## src/hdl/stall_pkg.sv

```systemverilog
// constants shared by the stall detector control logic
package stall_pkg;
  // register offsets (byte addresses on the strobed register port)
  localparam logic [3:0] offset_down_counter_control   = 4'h1;
  localparam logic [3:0] offset_stall_detector_control = 4'h2;
  localparam logic [3:0] offset_flags                  = 4'h3;
  localparam logic [3:0] offset_count_high             = 4'h4;
  localparam logic [3:0] offset_count_low              = 4'h5;
  localparam logic [3:0] offset_detector_io            = 4'h6;
  // down_counter_control fields
  localparam int bit_underflow_irq_enable  = 7;
  localparam int bit_reload_mode_enable    = 6;
  localparam int bit_readback_load_select  = 5;
  localparam int bit_divider_select        = 4;
  localparam int bit_force_count_load      = 3;
  localparam int bit_down_counter_enable   = 2;
  localparam int bit_overflow_irq_enable   = 0;
  // stall_detector_control fields
  localparam int bit_return_home_enable    = 7;
  localparam int bit_converter_power_on    = 6;
  localparam int bit_wait_shutdown         = 5;
  localparam int bit_factory_test_bit      = 4;
  localparam int bit_integrate_select      = 2;
  // flag register fields
  localparam int bit_underflow_flag        = 7;
  localparam int bit_overflow_flag         = 0;
  // writable masks, reset values and accumulator rails
  localparam logic [7:0] mask_down_counter_control   = 8'hf5;
  localparam logic [7:0] mask_stall_detector_control = 8'he7;
  localparam logic [7:0] reset_control               = 8'h00;
  localparam logic [15:0] count_preset               = 16'hffff;
  localparam logic [15:0] count_zero                 = 16'h0000;
  localparam logic [15:0] acc_max                    = 16'h7fff;
  localparam logic [15:0] acc_min                    = 16'h8000;
  // prescaler ratios
  localparam int div_slow_log2   = 6;
  localparam int div_fast_log2   = 9;
  localparam int sample_base_log2 = 3;
  // converter recovery time after power-up
  localparam int clk_mhz          = 100;
  localparam int recovery_us      = 10;
  localparam int recovery_cycles  = recovery_us * clk_mhz;
endpackage : stall_pkg

```

## src/hdl/sat_accumulator.sv

```systemverilog
// saturating signed integration accumulator
`timescale 1ns/1ns
module sat_accumulator (
  input  wire logic        clk,       // bus clock
  input  wire logic        srst,      // sync reset
  input  wire logic        clear,     // hold at zero
  input  wire logic        sample,    // converter sample strobe
  input  wire logic        up,        // sample direction
  output logic [15:0]      acc,       // accumulated value
  output logic             saturated  // pulse on saturation
);
  wire at_max = (acc == stall_pkg::acc_max);
  wire at_min = (acc == stall_pkg::acc_min);

  // freezes at the rail instead of wrapping
  always_ff @(posedge clk) begin
    if (srst || clear) begin
      acc       <= stall_pkg::count_zero;
      saturated <= 1'b0;
    end else if (sample) begin
      saturated <= up ? at_max : at_min;
      if (up && !at_max)
        acc <= acc + 16'h0001;
      else if (!up && !at_min)
        acc <= acc - 16'h0001;
    end else begin
      saturated <= 1'b0;
    end
  end
endmodule : sat_accumulator

```

## src/hdl/stall_detector.sv

```systemverilog
// stall detector control registers, down-counter and detector controls
//
// Local design decision: the strobed register port.
`timescale 1ns/1ns
// Overview of operation
// underflow flag with enable raises counter irq
// no reload: count down, stop at zero
// reload mode: reload from load register
// software disables counter before mode change
// readback select picks load or live count
// counter tick is clock over 64/512
// divider change applies at next load
// force load copies load, reads zero
// disabled counter held at all ones
// overflow flag with enable raises irq
// return home takes coil control
// converter power bit, recovery before valid
// wait shutdown stops prescaler and converter
// factory test bit reads zero
// sample clock is clock over 8*2^n
// sample rate change waits for integrate clear
// software keeps sample rate 500k-2M
// underflow flag set at zero, w1c
// overflow flag on saturation, w1c
// integrate clear holds accumulator, converter reset
// decrement by one per tick
module stall_detector (
  input  wire logic        clk,            // bus clock, 100 MHz
  input  wire logic        srst,           // sync reset, active high
  input  wire logic [3:0]  addr,           // register address
  input  wire logic [7:0]  wdata,          // write data
  input  wire logic        wr,             // write strobe
  input  wire logic        rd,             // read strobe
  output logic [7:0]       rdata,          // read data, cycle after rd
  input  wire logic        wait_mode,      // chip in wait mode
  input  wire logic        conv_bit,       // converter output bit
  output logic             counter_irq,    // underflow request
  output logic             overflow_irq,   // saturation request
  output logic             coil_control,   // coils owned by block
  output logic             coil_low_recirc,// recirculate via motor_low_supply
  output logic [1:0]       coil_step,      // selected full step
  output logic             converter_power,// converter powered
  output logic             converter_reset,// converter held in reset
  output logic             converter_ready // recovery time elapsed
);
  logic [7:0]  down_counter_control;
  logic [7:0]  stall_detector_control;
  logic [1:0]  full_step;
  logic [15:0] load_value;
  logic [15:0] count;
  logic        underflow_flag;
  logic        overflow_flag;
  logic        divider_active;   // divider applied at last load
  logic [1:0]  rate_active;      // sample rate in use
  logic [15:0] recovery_count;
  logic [15:0] acc;
  logic        saturated;
  logic        count_tick;
  logic        sample_tick;

  // decode
  wire wr_dcc   = wr && (addr == stall_pkg::offset_down_counter_control);
  wire wr_sdc   = wr && (addr == stall_pkg::offset_stall_detector_control);
  wire wr_flag  = wr && (addr == stall_pkg::offset_flags);
  wire wr_hi    = wr && (addr == stall_pkg::offset_count_high);
  wire wr_lo    = wr && (addr == stall_pkg::offset_count_low);
  wire wr_io    = wr && (addr == stall_pkg::offset_detector_io);

  // control fields
  wire irq_under_en = down_counter_control[stall_pkg::bit_underflow_irq_enable];
  wire reload_mode  = down_counter_control[stall_pkg::bit_reload_mode_enable];
  wire read_load    = down_counter_control[stall_pkg::bit_readback_load_select];
  wire divider_sel  = down_counter_control[stall_pkg::bit_divider_select];
  wire counter_en   = down_counter_control[stall_pkg::bit_down_counter_enable];
  wire irq_ovf_en   = down_counter_control[stall_pkg::bit_overflow_irq_enable];
  wire home_en      = stall_detector_control[stall_pkg::bit_return_home_enable];
  wire power_bit    = stall_detector_control[stall_pkg::bit_converter_power_on];
  wire wait_off     = stall_detector_control[stall_pkg::bit_wait_shutdown];
  wire integrating  = stall_detector_control[stall_pkg::bit_integrate_select];
  wire [1:0] rate_field = stall_detector_control[1:0];

  // wait shutdown stops and clears the prescalers and powers down the converter
  wire shut_down    = wait_mode && wait_off;
  wire power_now    = power_bit && !shut_down;

  // force load: a write of one, never stored
  wire force_load   = wr_dcc && wdata[stall_pkg::bit_force_count_load];
  wire write_count  = wr_lo;
  wire [15:0] written = {load_value[15:8], wdata};
  wire at_zero      = (count == stall_pkg::count_zero);
  wire dec_tick     = counter_en && count_tick && !at_zero;
  wire reaching_0   = dec_tick && (count == 16'h0001);
  wire reload_now   = reload_mode && counter_en && count_tick && at_zero;
  wire any_load     = force_load || reload_now || (write_count && !reload_mode);

  // counter tick prescaler: 2^6 or 2^9 from the divider in force
  tick_divider #(.width(stall_pkg::div_fast_log2)) count_div (
    .clk     (clk),
    .srst    (srst),
    .run     (counter_en && !shut_down),
    .restart (any_load),
    .log2div (divider_active ? 4'(stall_pkg::div_fast_log2)
                             : 4'(stall_pkg::div_slow_log2)),
    .tick    (count_tick)
  );

  // accumulator sample prescaler, 8 times 2^rate
  tick_divider #(.width(stall_pkg::sample_base_log2 + 3)) sample_div (
    .clk     (clk),
    .srst    (srst),
    .run     (integrating && power_now),
    .restart (!integrating),
    .log2div (4'(stall_pkg::sample_base_log2) + {2'h0, rate_active}),
    .tick    (sample_tick)
  );

  sat_accumulator accumulator (
    .clk       (clk),
    .srst      (srst),
    .clear     (!integrating),
    .sample    (sample_tick),
    .up        (conv_bit),
    .acc       (acc),
    .saturated (saturated)
  );

  // control registers; the strobe bit is masked out so it reads zero
  always_ff @(posedge clk) begin
    if (srst) begin
      down_counter_control   <= stall_pkg::reset_control;
      stall_detector_control <= stall_pkg::reset_control;
      full_step              <= 2'h0;
    end else begin
      if (wr_dcc)
        down_counter_control <= wdata & stall_pkg::mask_down_counter_control;
      if (wr_sdc)
        stall_detector_control <= wdata & stall_pkg::mask_stall_detector_control;
      if (wr_io)
        full_step <= wdata[1:0];
    end
  end

  // load register, written high byte first then low byte
  always_ff @(posedge clk) begin
    if (srst)
      load_value <= stall_pkg::count_zero;
    else if (wr_hi)
      load_value <= {wdata, load_value[7:0]};
    else if (wr_lo)
      load_value <= written;
  end

  // down-counter; disable preset avoids an early flag on enable
  always_ff @(posedge clk) begin
    if (srst || !counter_en)
      count <= stall_pkg::count_preset;
    else if (force_load)
      count <= load_value;
    else if (write_count && !reload_mode)
      count <= written;
    else if (reload_now)
      count <= load_value;
    else if (dec_tick)
      count <= count - 16'h0001;
  end

  // divider select latched only when a load happens
  always_ff @(posedge clk) begin
    if (srst)
      divider_active <= 1'b0;
    else if (any_load)
      divider_active <= divider_sel;
  end

  // sample rate follows the field only while not integrating
  always_ff @(posedge clk) begin
    if (srst)
      rate_active <= 2'h0;
    else if (!integrating)
      rate_active <= rate_field;
  end

  // sticky flags, set wins over a same-cycle clear
  always_ff @(posedge clk) begin
    if (srst) begin
      underflow_flag <= 1'b0;
      overflow_flag  <= 1'b0;
    end else begin
      if (reaching_0)
        underflow_flag <= 1'b1;
      else if (wr_flag && wdata[stall_pkg::bit_underflow_flag])
        underflow_flag <= 1'b0;
      if (saturated)
        overflow_flag <= 1'b1;
      else if (wr_flag && wdata[stall_pkg::bit_overflow_flag])
        overflow_flag <= 1'b0;
    end
  end

  // converter recovery counter restarts on every power-up
  always_ff @(posedge clk) begin
    if (srst || !power_now)
      recovery_count <= 16'h0000;
    else if (recovery_count != 16'(stall_pkg::recovery_cycles))
      recovery_count <= recovery_count + 16'h0001;
  end

  // read mux
  wire [15:0] count_view = read_load ? load_value : count;
  logic [7:0] next_rdata;
  always_comb begin
    next_rdata = 8'h00;
    if (addr == stall_pkg::offset_down_counter_control)
      next_rdata = down_counter_control;
    else if (addr == stall_pkg::offset_stall_detector_control)
      next_rdata = stall_detector_control;
    else if (addr == stall_pkg::offset_flags)
      next_rdata = {underflow_flag, 6'h00, overflow_flag};
    else if (addr == stall_pkg::offset_count_high)
      next_rdata = count_view[15:8];
    else if (addr == stall_pkg::offset_count_low)
      next_rdata = count_view[7:0];
    else if (addr == stall_pkg::offset_detector_io)
      next_rdata = {6'h00, full_step};
  end

  // registered outputs; irq follows flag one cycle later
  always_ff @(posedge clk) begin
    if (srst) begin
      rdata           <= 8'h00;
      counter_irq     <= 1'b0;
      overflow_irq    <= 1'b0;
      coil_control    <= 1'b0;
      coil_low_recirc <= 1'b0;
      coil_step       <= 2'h0;
      converter_power <= 1'b0;
      converter_reset <= 1'b1;
      converter_ready <= 1'b0;
    end else begin
      rdata           <= rd ? next_rdata : 8'h00;
      counter_irq     <= underflow_flag && irq_under_en;
      overflow_irq    <= overflow_flag && irq_ovf_en;
      coil_control    <= home_en;
      coil_low_recirc <= home_en && shut_down;
      coil_step       <= full_step;
      converter_power <= power_now;
      converter_reset <= !integrating;
      converter_ready <= power_now &&
                         (recovery_count == 16'(stall_pkg::recovery_cycles));
    end
  end
endmodule : stall_detector

```

## src/hdl/tick_divider.sv

```systemverilog
// free-running power-of-two tick divider
`timescale 1ns/1ns
module tick_divider #(
  parameter int width = 9
) (
  input  wire logic             clk,     // bus clock
  input  wire logic             srst,    // sync reset
  input  wire logic             run,     // count enable
  input  wire logic             restart, // clear the divider
  input  wire logic [3:0]       log2div, // ratio as power of two
  output logic                  tick     // one-cycle tick
);
  logic [width-1:0] count;
  logic [width-1:0] limit;

  // terminal count is ratio minus one
  assign limit = width'((32'd1 << log2div) - 32'd1);

  always_ff @(posedge clk) begin
    if (srst || restart || !run) begin
      count <= '0;
      tick  <= 1'b0;
    end else if (count >= limit) begin
      count <= '0;
      tick  <= 1'b1;
    end else begin
      count <= count + width'(1);
      tick  <= 1'b0;
    end
  end
endmodule : tick_divider

```

## config.mk

```make
export PLATFORM = sky130hd
export DESIGN_NAME = stall_detector
export DESIGN_NICKNAME = d
export VERILOG_FILES = /design/src/hdl/stall_pkg.sv /design/src/hdl/sat_accumulator.sv /design/src/hdl/stall_detector.sv /design/src/hdl/tick_divider.sv
export SDC_FILE = /design/constraint.sdc
export NUM_CORES = 1
export LEC_CHECK = 0
export BUFFER_PORTS_ARGS = -buffer_cell sky130_fd_sc_hd__buf_4
export CORE_ASPECT_RATIO = 2
export CORE_MARGIN = 1
export CORE_UTILIZATION = 45
export DETAILED_ROUTE_END_ITERATION = 8
export GPL_ROUTABILITY_DRIVEN = 0
export PLACE_DENSITY = 0.69
export SKIP_CTS_REPAIR_TIMING = 1
export SYNTH_ARGS = -nofsm -noshare
export SYNTH_HDL_FRONTEND = slang
export SYNTH_SLANG_ARGS = --single-unit
```

## constraint.sdc

```tcl
create_clock -name clk -period 4.2 [get_ports clk]
set_clock_uncertainty 0.05 [all_clocks]
set_input_delay 0.42 -clock clk [delete_from_list [all_inputs] [get_ports clk]]
set_output_delay 0.42 -clock clk [all_outputs]
set_load 0.05 [all_outputs]
```

; After elaboration in Yosys (flattened, before gate mapping)
; Cells that the tools add are included.
[op_classes]
n_addsub = 9
magnitude_cmp = 2
n_eq_ne = 11
shift = 2
n_mux = 23
n_bitwise = 3
n_reduce_logical = 58
[op_table]
columns = operator, count
row1 = two-way mux 16 bit, 8
row2 = two-way mux 8 bit, 6
row3 = adder 16 x 1 -> 16 bit (second input constant), 2
row4 = subtractor 16 x 1 -> 16 bit (second input constant), 2
row5 = logical AND 1 bit, 26
row6 = == test 16 x 1 -> 1 bit (second input constant), 1
row7 = == test 16 x 10 -> 1 bit (second input constant), 1
row8 = == test 16 x 15 -> 1 bit (second input constant), 1
row9 = == test 16 bit (second input constant), 1
row10 = logical NOT 16 bit, 1
row11 = != test 16 x 10 -> 1 bit (second input constant), 1
row12 = == test 4 x 3 -> 1 bit (second input constant), 3
row13 = logical NOT 1 bit, 11
row14 = adder 9 x 1 -> 9 bit (second input constant), 1
row15 = >= comparator 9 bit, 1
row16 = left shift 1 x 4 -> 9 bit (first input constant), 1
row17 = subtractor 9 x 1 -> 9 bit (second input constant), 1
row18 = == test 4 x 2 -> 1 bit (second input constant), 2
row19 = logical OR 1 bit, 8
row20 = OR reduction 2 bit, 4
row21 = two-way mux 1 bit, 7
row22 = adder 6 x 1 -> 6 bit (second input constant), 1
row23 = >= comparator 6 bit, 1
row24 = nonzero test 2 bit, 3
row25 = 11 further kinds, 14
[totals]
register_bits = 118
in_bits = 18
wordCells = 136

; Longest topological paths before layout
; Gate-level depths: netlist (run 1).
[logic_depth]
ltp_word = 8
mapped_depth = 10

; Hierarchy
; A second synthesis (run 1) with hierarchy kept.
[hier_totals]
cells_unflattened = 772
area_unflattened_um2 = 6626.4
[by_module_without_submodules]
columns = module, n_inst, cells_per_inst, area_each_um2, seq_area_each_um2
row1 = stall_detector, 1, 460, 3913.8, 1681.6
row2 = sat_accumulator, 1, 167, 1435.1, 340.3
row3 = tick_divider (count_div), 1, 95, 812.0, 200.2
row4 = tick_divider (sample_div), 1, 50, 465.4, 140.1

; Worst setup path before layout (run 1)
; No wires, ideal clock.
[synth_timing]
path_kind = register to register
from = register accumulator.acc[15]
to = register accumulator.acc[6]
setup_ns = 0.071
t_arrival_ns = 2.946
t_required_ns = 4.079
path_slack_ns = 1.134
path_stages_with_launch = 11
n_path_buf = 0
period_less_slack_ns = 3.066
path_cell_list = dfxtp_1 > nand4b_1 > o41a_1 > inv_1 > ha_1 > nor2b_1 > o31a_1 > o21a_1 > o21ai_0 > or3b_2 > a21oi_1
[synth_between]
elab_chain_len = 5
word_cells_on_any_way = 9
[synth_lines]
columns = item, line_no
row1 = "start, declared", sat_accumulator.sv:9  ; output logic [15:0] acc,
row2 = "start signal, assigned", sat_accumulator.sv:18  ; acc <= stall_pkg::count_zero;
row3 = "start signal, assigned", sat_accumulator.sv:23  ; acc <= acc + 16'h0001;
row4 = "start signal, assigned", sat_accumulator.sv:25  ; acc <= acc - 16'h0001;
row5 = == test 16 bit or == test 16 x 15 -> 1 bit (tied branches), "sat_accumulator.sv:13, sat_accumulator.sv:12"
row6 = logical NOT 1 bit (on tied branches), "sat_accumulator.sv:24, sat_accumulator.sv:22"
row7 = logical AND 1 bit (on tied branches), "sat_accumulator.sv:24, sat_accumulator.sv:22"
row8 = nonzero test 2 bit (no source line), --
row9 = AND reduction 2 bit (no source line), --
; Several ways; a longest one is shown, not always the timed one.
; A chain may end at the register's enable or synchronous reset.

; Worst setup path in the final report (run 1)
[layout_timing]
from = register accumulator.acc[0]
to = register accumulator.acc[13]
[layout_between]
elab_chain_len = 5
word_cells_on_any_way = 12
[layout_lines]
columns = item
row1 = "parallel branches: the longest is 5 deep, another holds subtractor 16 x 1 -> 16 bit"
; Several ways; the timed one is not identified. The select of a mux whose other input is x is not followed.

==> results.ini, run 1 <==
[status]
status=finished clean

[logic_synthesis]
synth.top_cell.area_share=0.378
synth_warnings=0
yosysTopAreaCell=dfxtp_1
postSynth.asyncResetShare=0
synth_edf_count=0
synth_common_cells=dfxtp_1 (118), nor2_1 (84), nand2_1 (75)
synth.avg_cell_area_um2=8.24
yosys_most_used_dff=dfxtp_1
ys_ff_latch=118
synth.most_common_cell=dfxtp_1
syn_inst=758
synth_area_leaders=dfxtp_1 (38%), ha_1 (6.2%), a21oi_1 (5.0%), nor2_1 (5.0%), nand3_1 (4.6%)
synthDistinctLibCells=71
seq_area_frac_synth=0.378
synth_area_um2=6240

[setup_path]
path_class=flop to flop
cp-end-kind=flop
crit_fanout=17
critPathLaunchType=flop
worst_ep_required_time_ps=4500
critPathMaxStageDelay_ps=530
crit_chain=nand4_1 > o41a_1 > inv_1 > ha_1 > o211ai_1 > o21a_1 > a211oi_1 > o21ai_0 > a2111oi_0 > a311o_1
arrival_ps=4160
slowest_stage=o41a_1

[global_routing]
antenna_found_initial=0
grt_max_degree=46
grt_first_pass_wirelength_um=28300
grtUsageTotal=0.253
gr-total-overflow=0
grt_pass1_vias=5704

[route]
drtPass1Iterations=6
drtIter0Drc=350
avgRoutedWirePerCell_um=18.5
drc=0
ant_nets=0
drt_wl_total_um=17600
vias=5902
viasPerCell=6.21

[power]
power.density_nw_per_um2=361
power.leakage_uw=0.00253
max-vdd-ir-drop_v=0.000283

[sta]
fin_setup_tns_ps=0
finalMaxSlewViolations=0
relSlewSlack=0.230
grt_setup_unrepaired=no
timing.hold.ws_ps=268
hold_viol=0
timing.fmax_mhz=259
tightest_slew_ps=1150
period_share=0.918
fin_crit_ps=3860
setup_violations=0

[floorplan]
placementRows=60
die_y_um=169
die_w_um=85.3
initial_utilization=0.462
pin_count=35
design.core.area_um2=13500
dieArea_um2=14400

[cts]
cts_tree=done
clkSlewWorstSetupHoldPaths_ps=60
clock_latency_ps=410
clkSinkCount=118
root_buffer=clkbuf_16
cts_max_level=4
clk_path_buf_depth=2
numCtsBuffers=17

[run]
max_cap_violations=0

[place]
port_buffers=34
place_area_um2=6600
place_hpwl_um=12800

[final_layout]
final_nets=834
n_antenna_cell=0
final_area_um2=7140
drive_above_1_share=0.102
syn2layout_area_growth_pct=14.3

[worst_hold_path]
hold_path.class=primary input to flop

## sequential cells by signal (all words and copies together) (netlist names), 2 cells and up
signal                  count
count                      16
count_div.count             9
recovery_count             16
stall_detector_control      6
rate_active                 2
sample_div.count            6
full_step                   2
down_counter_control        6
coil_step                   2
accumulator.acc            16
load_value                 16
rdata                       8
## report_power, final
| part | switching [µW] | internal (µW) | leakage (µW) |
|---|---|---|---|
| clock network | 507 | 805 | 0.000260 |
| registers | 5.95 | 1130 | 0.000952 |
| logic | 86.4 | 43.5 | 0.00132 |
## path summary, 6_finish.rpt
check	from	endpoint	slack, ps	cells past startpoint
worst max-delay path	accumulator.acc[0]$_SDFFE_PP0P_	accumulator.acc[13]$_SDFFE_PP0P_	340	10
worst min-delay path	wdata[4]	down_counter_control[4]$_SDFFE_PP0P_	270	3
worst max register to register	accumulator.acc[0]$_SDFFE_PP0P_	accumulator.acc[13]$_SDFFE_PP0P_	340	10
worst min register to register	divider_active$_SDFFE_PP0P_	divider_active$_SDFFE_PP0P_	400	2
## routing by layer
layer,GRT usage,vias up,wire length (µm)
met4,0.159,0,1050
li1,-,2797,-
met5,0,-,0
met1,0.256,2757,6190
met2,0.467,265,9340
met3,0.0483,83,1020
## final cells by class
type                            instances  area, µm²
Fill cell                            1265       6370
Multi-Input combinational cell        589       3690
Sequential cell                       118       2360
Clock buffer                           22        484
Timing Repair Buffer                   38        285
Tap cell                              155        194
Inverter                               20       75.1
Clock inverter                          8       51.3
## layout by cell type (no fill, tap or decap), drive strengths merged, types with 3 or more instances in the layout
master	count
dfxtp	118
nor2	85
nand2	75
a21oi	63
nand3	57
buf	38
ha	31
o21ai	27
xor2	26
nor3	23
clkbuf	22
mux2i	21
inv	20
nand4	16
xnor2	13
nor2b	13
nor4	13
nand2b	8
o211ai	8
o22ai	8
and3	7
a221oi	7
or4	7
o21a	7
a21o	6
a31oi	6
a211oi	6
nor4b	5
clkinv	5
or3	4
o221ai	4
nand3b	3
and4	3
o31ai	3
conb	3
clkinvlp	3
## logic make-up after synthesis
family | Yosys count | share of synthesized area
flops | 118 | 0.378
xor+xnor | 39 | 0.0547
mux | 21 | 0.0337
fa+ha+maj | 32 | 0.0653
other cells | 1 | 0.000601
simple gates | 328 | 0.260
buf+inv | 53 | 0.0341
compound gates | 166 | 0.174
## metrics by stage
step / power (µW) / utilization / cells / setup slack [ps]
floorplan: 1240 / - / 760 / 1130
global placement: 1280 / 0.489 / 920 / 651
detailed placement: 1280 / 0.489 / 920 / 453
CTS: 2590 / 0.528 / 950 / 428
global route: 2650 / 0.528 / 950 / 19.8
finish: 2570 / 0.528 / 950 / 344
## worst max-delay path, delay by kind of cell (launching register included)
family,cells,cell delay [ps]
simple gates,1,200
flops,1,430
fa+ha+maj,1,360
buf+inv,1,500
compound gates,7,2260
Power figures use the tool's default switching activity.
==> run 2, diff against run 1 <==
Settings changed: GPL_TIMING_DRIVEN set to 0.
==> run 2 against run 1 <==
  * Combinational power is essentially flat
  * Highest routed layer unchanged
  * Register-to-register slack gained 150 ps
  * Cell area grew 2.3%
  * Critical endpoint unchanged
  * Clock power grew 19%
  * Non-clock buffer count grew 25
==> results.ini, run 2 (synthesized netlist as in run 1, its figures left out) <==
[sta]
tightest_slew_ps=1270
finalMaxSlewViolations=0
fin_setup_tns_ps=0
timing.hold.ws_ps=260
hold_viol=0
period_share=0.883
setup_violations=0
fin_crit_ps=3710
grt_setup_unrepaired=no
timing.fmax_mhz=270
relSlewSlack=0.145

[setup_path]
path_class=flop to flop
crit_fanout=17
cp-startpoint=accumulator.acc[15]$_SDFFE_PP0P_
critPathLaunchType=flop
r2r-end=accumulator.acc[13]$_SDFFE_PP0P_
crit_end=accumulator.acc[13]$_SDFFE_PP0P_
rr_startpoint=accumulator.acc[15]$_SDFFE_PP0P_
rr_worst_depth=10
ff2ff_setup_slack_ps=490
worst_ep_required_time_ps=4510
cp-end-kind=flop
arrival_ps=4020

[cts]
root_buffer=clkbuf_16
clkSlewWorstSetupHoldPaths_ps=60
cts_tree=done
clock_latency_ps=410
clk_path_buf_depth=2
numCtsBuffers=17
cts_max_level=4
clkSinkCount=118

[route]
drc=0
drt_wl_total_um=17900
ant_nets=0
vias=5902
drtPass1Iterations=5
viasPerCell=6.04
avgRoutedWirePerCell_um=18.3
drtIter0Drc=291

[global_routing]
grt_first_pass_wirelength_um=28600
gr-total-overflow=0
grtUsageTotal=0.259
antenna_found_initial=0
grt_max_degree=18
grt_pass1_vias=5826

[final_layout]
layout_common_cells=dfxtp_1 (118), nor2_1 (84), nand2_1 (75), a21oi_1 (63), nand3_1 (57)
utilization=0.540
drive_above_1_share=0.0949
syn2layout_area_growth_pct=16.9
final_nets=859
n_antenna_cell=0
mostFrequentLayoutCell=dfxtp_1
final_area_um2=7300

[power]
power.leakage_uw=0.00258
swShare=0.231
power.share.sequential=0.401
power.density_nw_per_um2=386
max-vdd-ir-drop_v=0.000259
clockPowerShare=0.552
p_int_uw=2160
total_power_uw=2820
pwr-share-comb=0.046
power_switching_uw=651

[place]
port_buffers=30
place_hpwl_um=13500
place_area_um2=6670

[worst_hold_path]
hold_path.class=primary input to flop

[status]
status=finished clean

[floorplan]
pin_count=35
dieArea_um2=14400
die_y_um=169
die_w_um=85.3
initial_utilization=0.462
design.core.area_um2=13500
placementRows=60

[run]
max_cap_violations=0

==> run 2: per-stage QoR <==
step | setup WS, ps | std cells
after global routing | 221 | 977
after CTS | 555 | 977
after floorplan | 1130 | 760
final | 490 | 977
after global placement | 594 | 945
after detailed placement | 569 | 945
==> run 2: critical path, cell delays in order, from the launching register on <==
cell	delay, ps
dfxtp_1	380
nand4b_1	210
o41a_1	550
inv_1	490
ha_1	350
o211ai_1	120
o21a_1	240
a211oi_1	430
o21ai_0	180
a2111oi_0	470
a311o_1	180
==> run 2: worst min path at each step <==
stage / cells past startpoint / to / startpoint
after floorplan: 2 / accumulator.saturated$_SDFF_PP0_ / sample_div.tick$_SDFF_PP0_
after global placement: 2 / overflow_irq$_SDFF_PP0_ / overflow_flag$_SDFFE_PP0P_
after detailed placement: 2 / counter_irq$_SDFF_PP0_ / underflow_flag$_SDFFE_PP0P_
after CTS: 3 / load_value[3]$_SDFFE_PP0P_ / wdata[3]
after global routing: 3 / load_value[6]$_SDFFE_PP0P_ / wdata[6]
final: 3 / load_value[3]$_SDFFE_PP0P_ / wdata[3]
==> run 2: power groups by stage <==
stage / Clock [µW] / Combinational [µW] / Sequential, µW
floorplan: 0 / 75.6 / 1160
global placement: 0 / 127 / 1150
detailed placement: 0 / 128 / 1150
CTS: 1570 / 128 / 1130
global route: 1620 / 142 / 1130
finish: 1560 / 130 / 1130
==> run 2: cell type report <==
cell class | count | area (µm²)
Multi-Input combinational cell | 589 | 3680
Tap cell | 155 | 194
Buffer | 33 | 138
Sequential cell | 118 | 2360
Timing Repair Buffer | 30 | 225
Clock inverter | 15 | 204
Fill cell | 1275 | 6210
Clock buffer | 17 | 425
Inverter | 20 | 75.1
==> run 2: metal layers <==
layer | vias to the layer above | routed length (µm) | track usage
met4 | 0 | 1250 | 0.184
met5 | - | 0 | 0
met1 | 2760 | 6320 | 0.244
met2 | 206 | 9520 | 0.488
met3 | 81 | 772 | 0.0478
li1 | 2855 | - | -
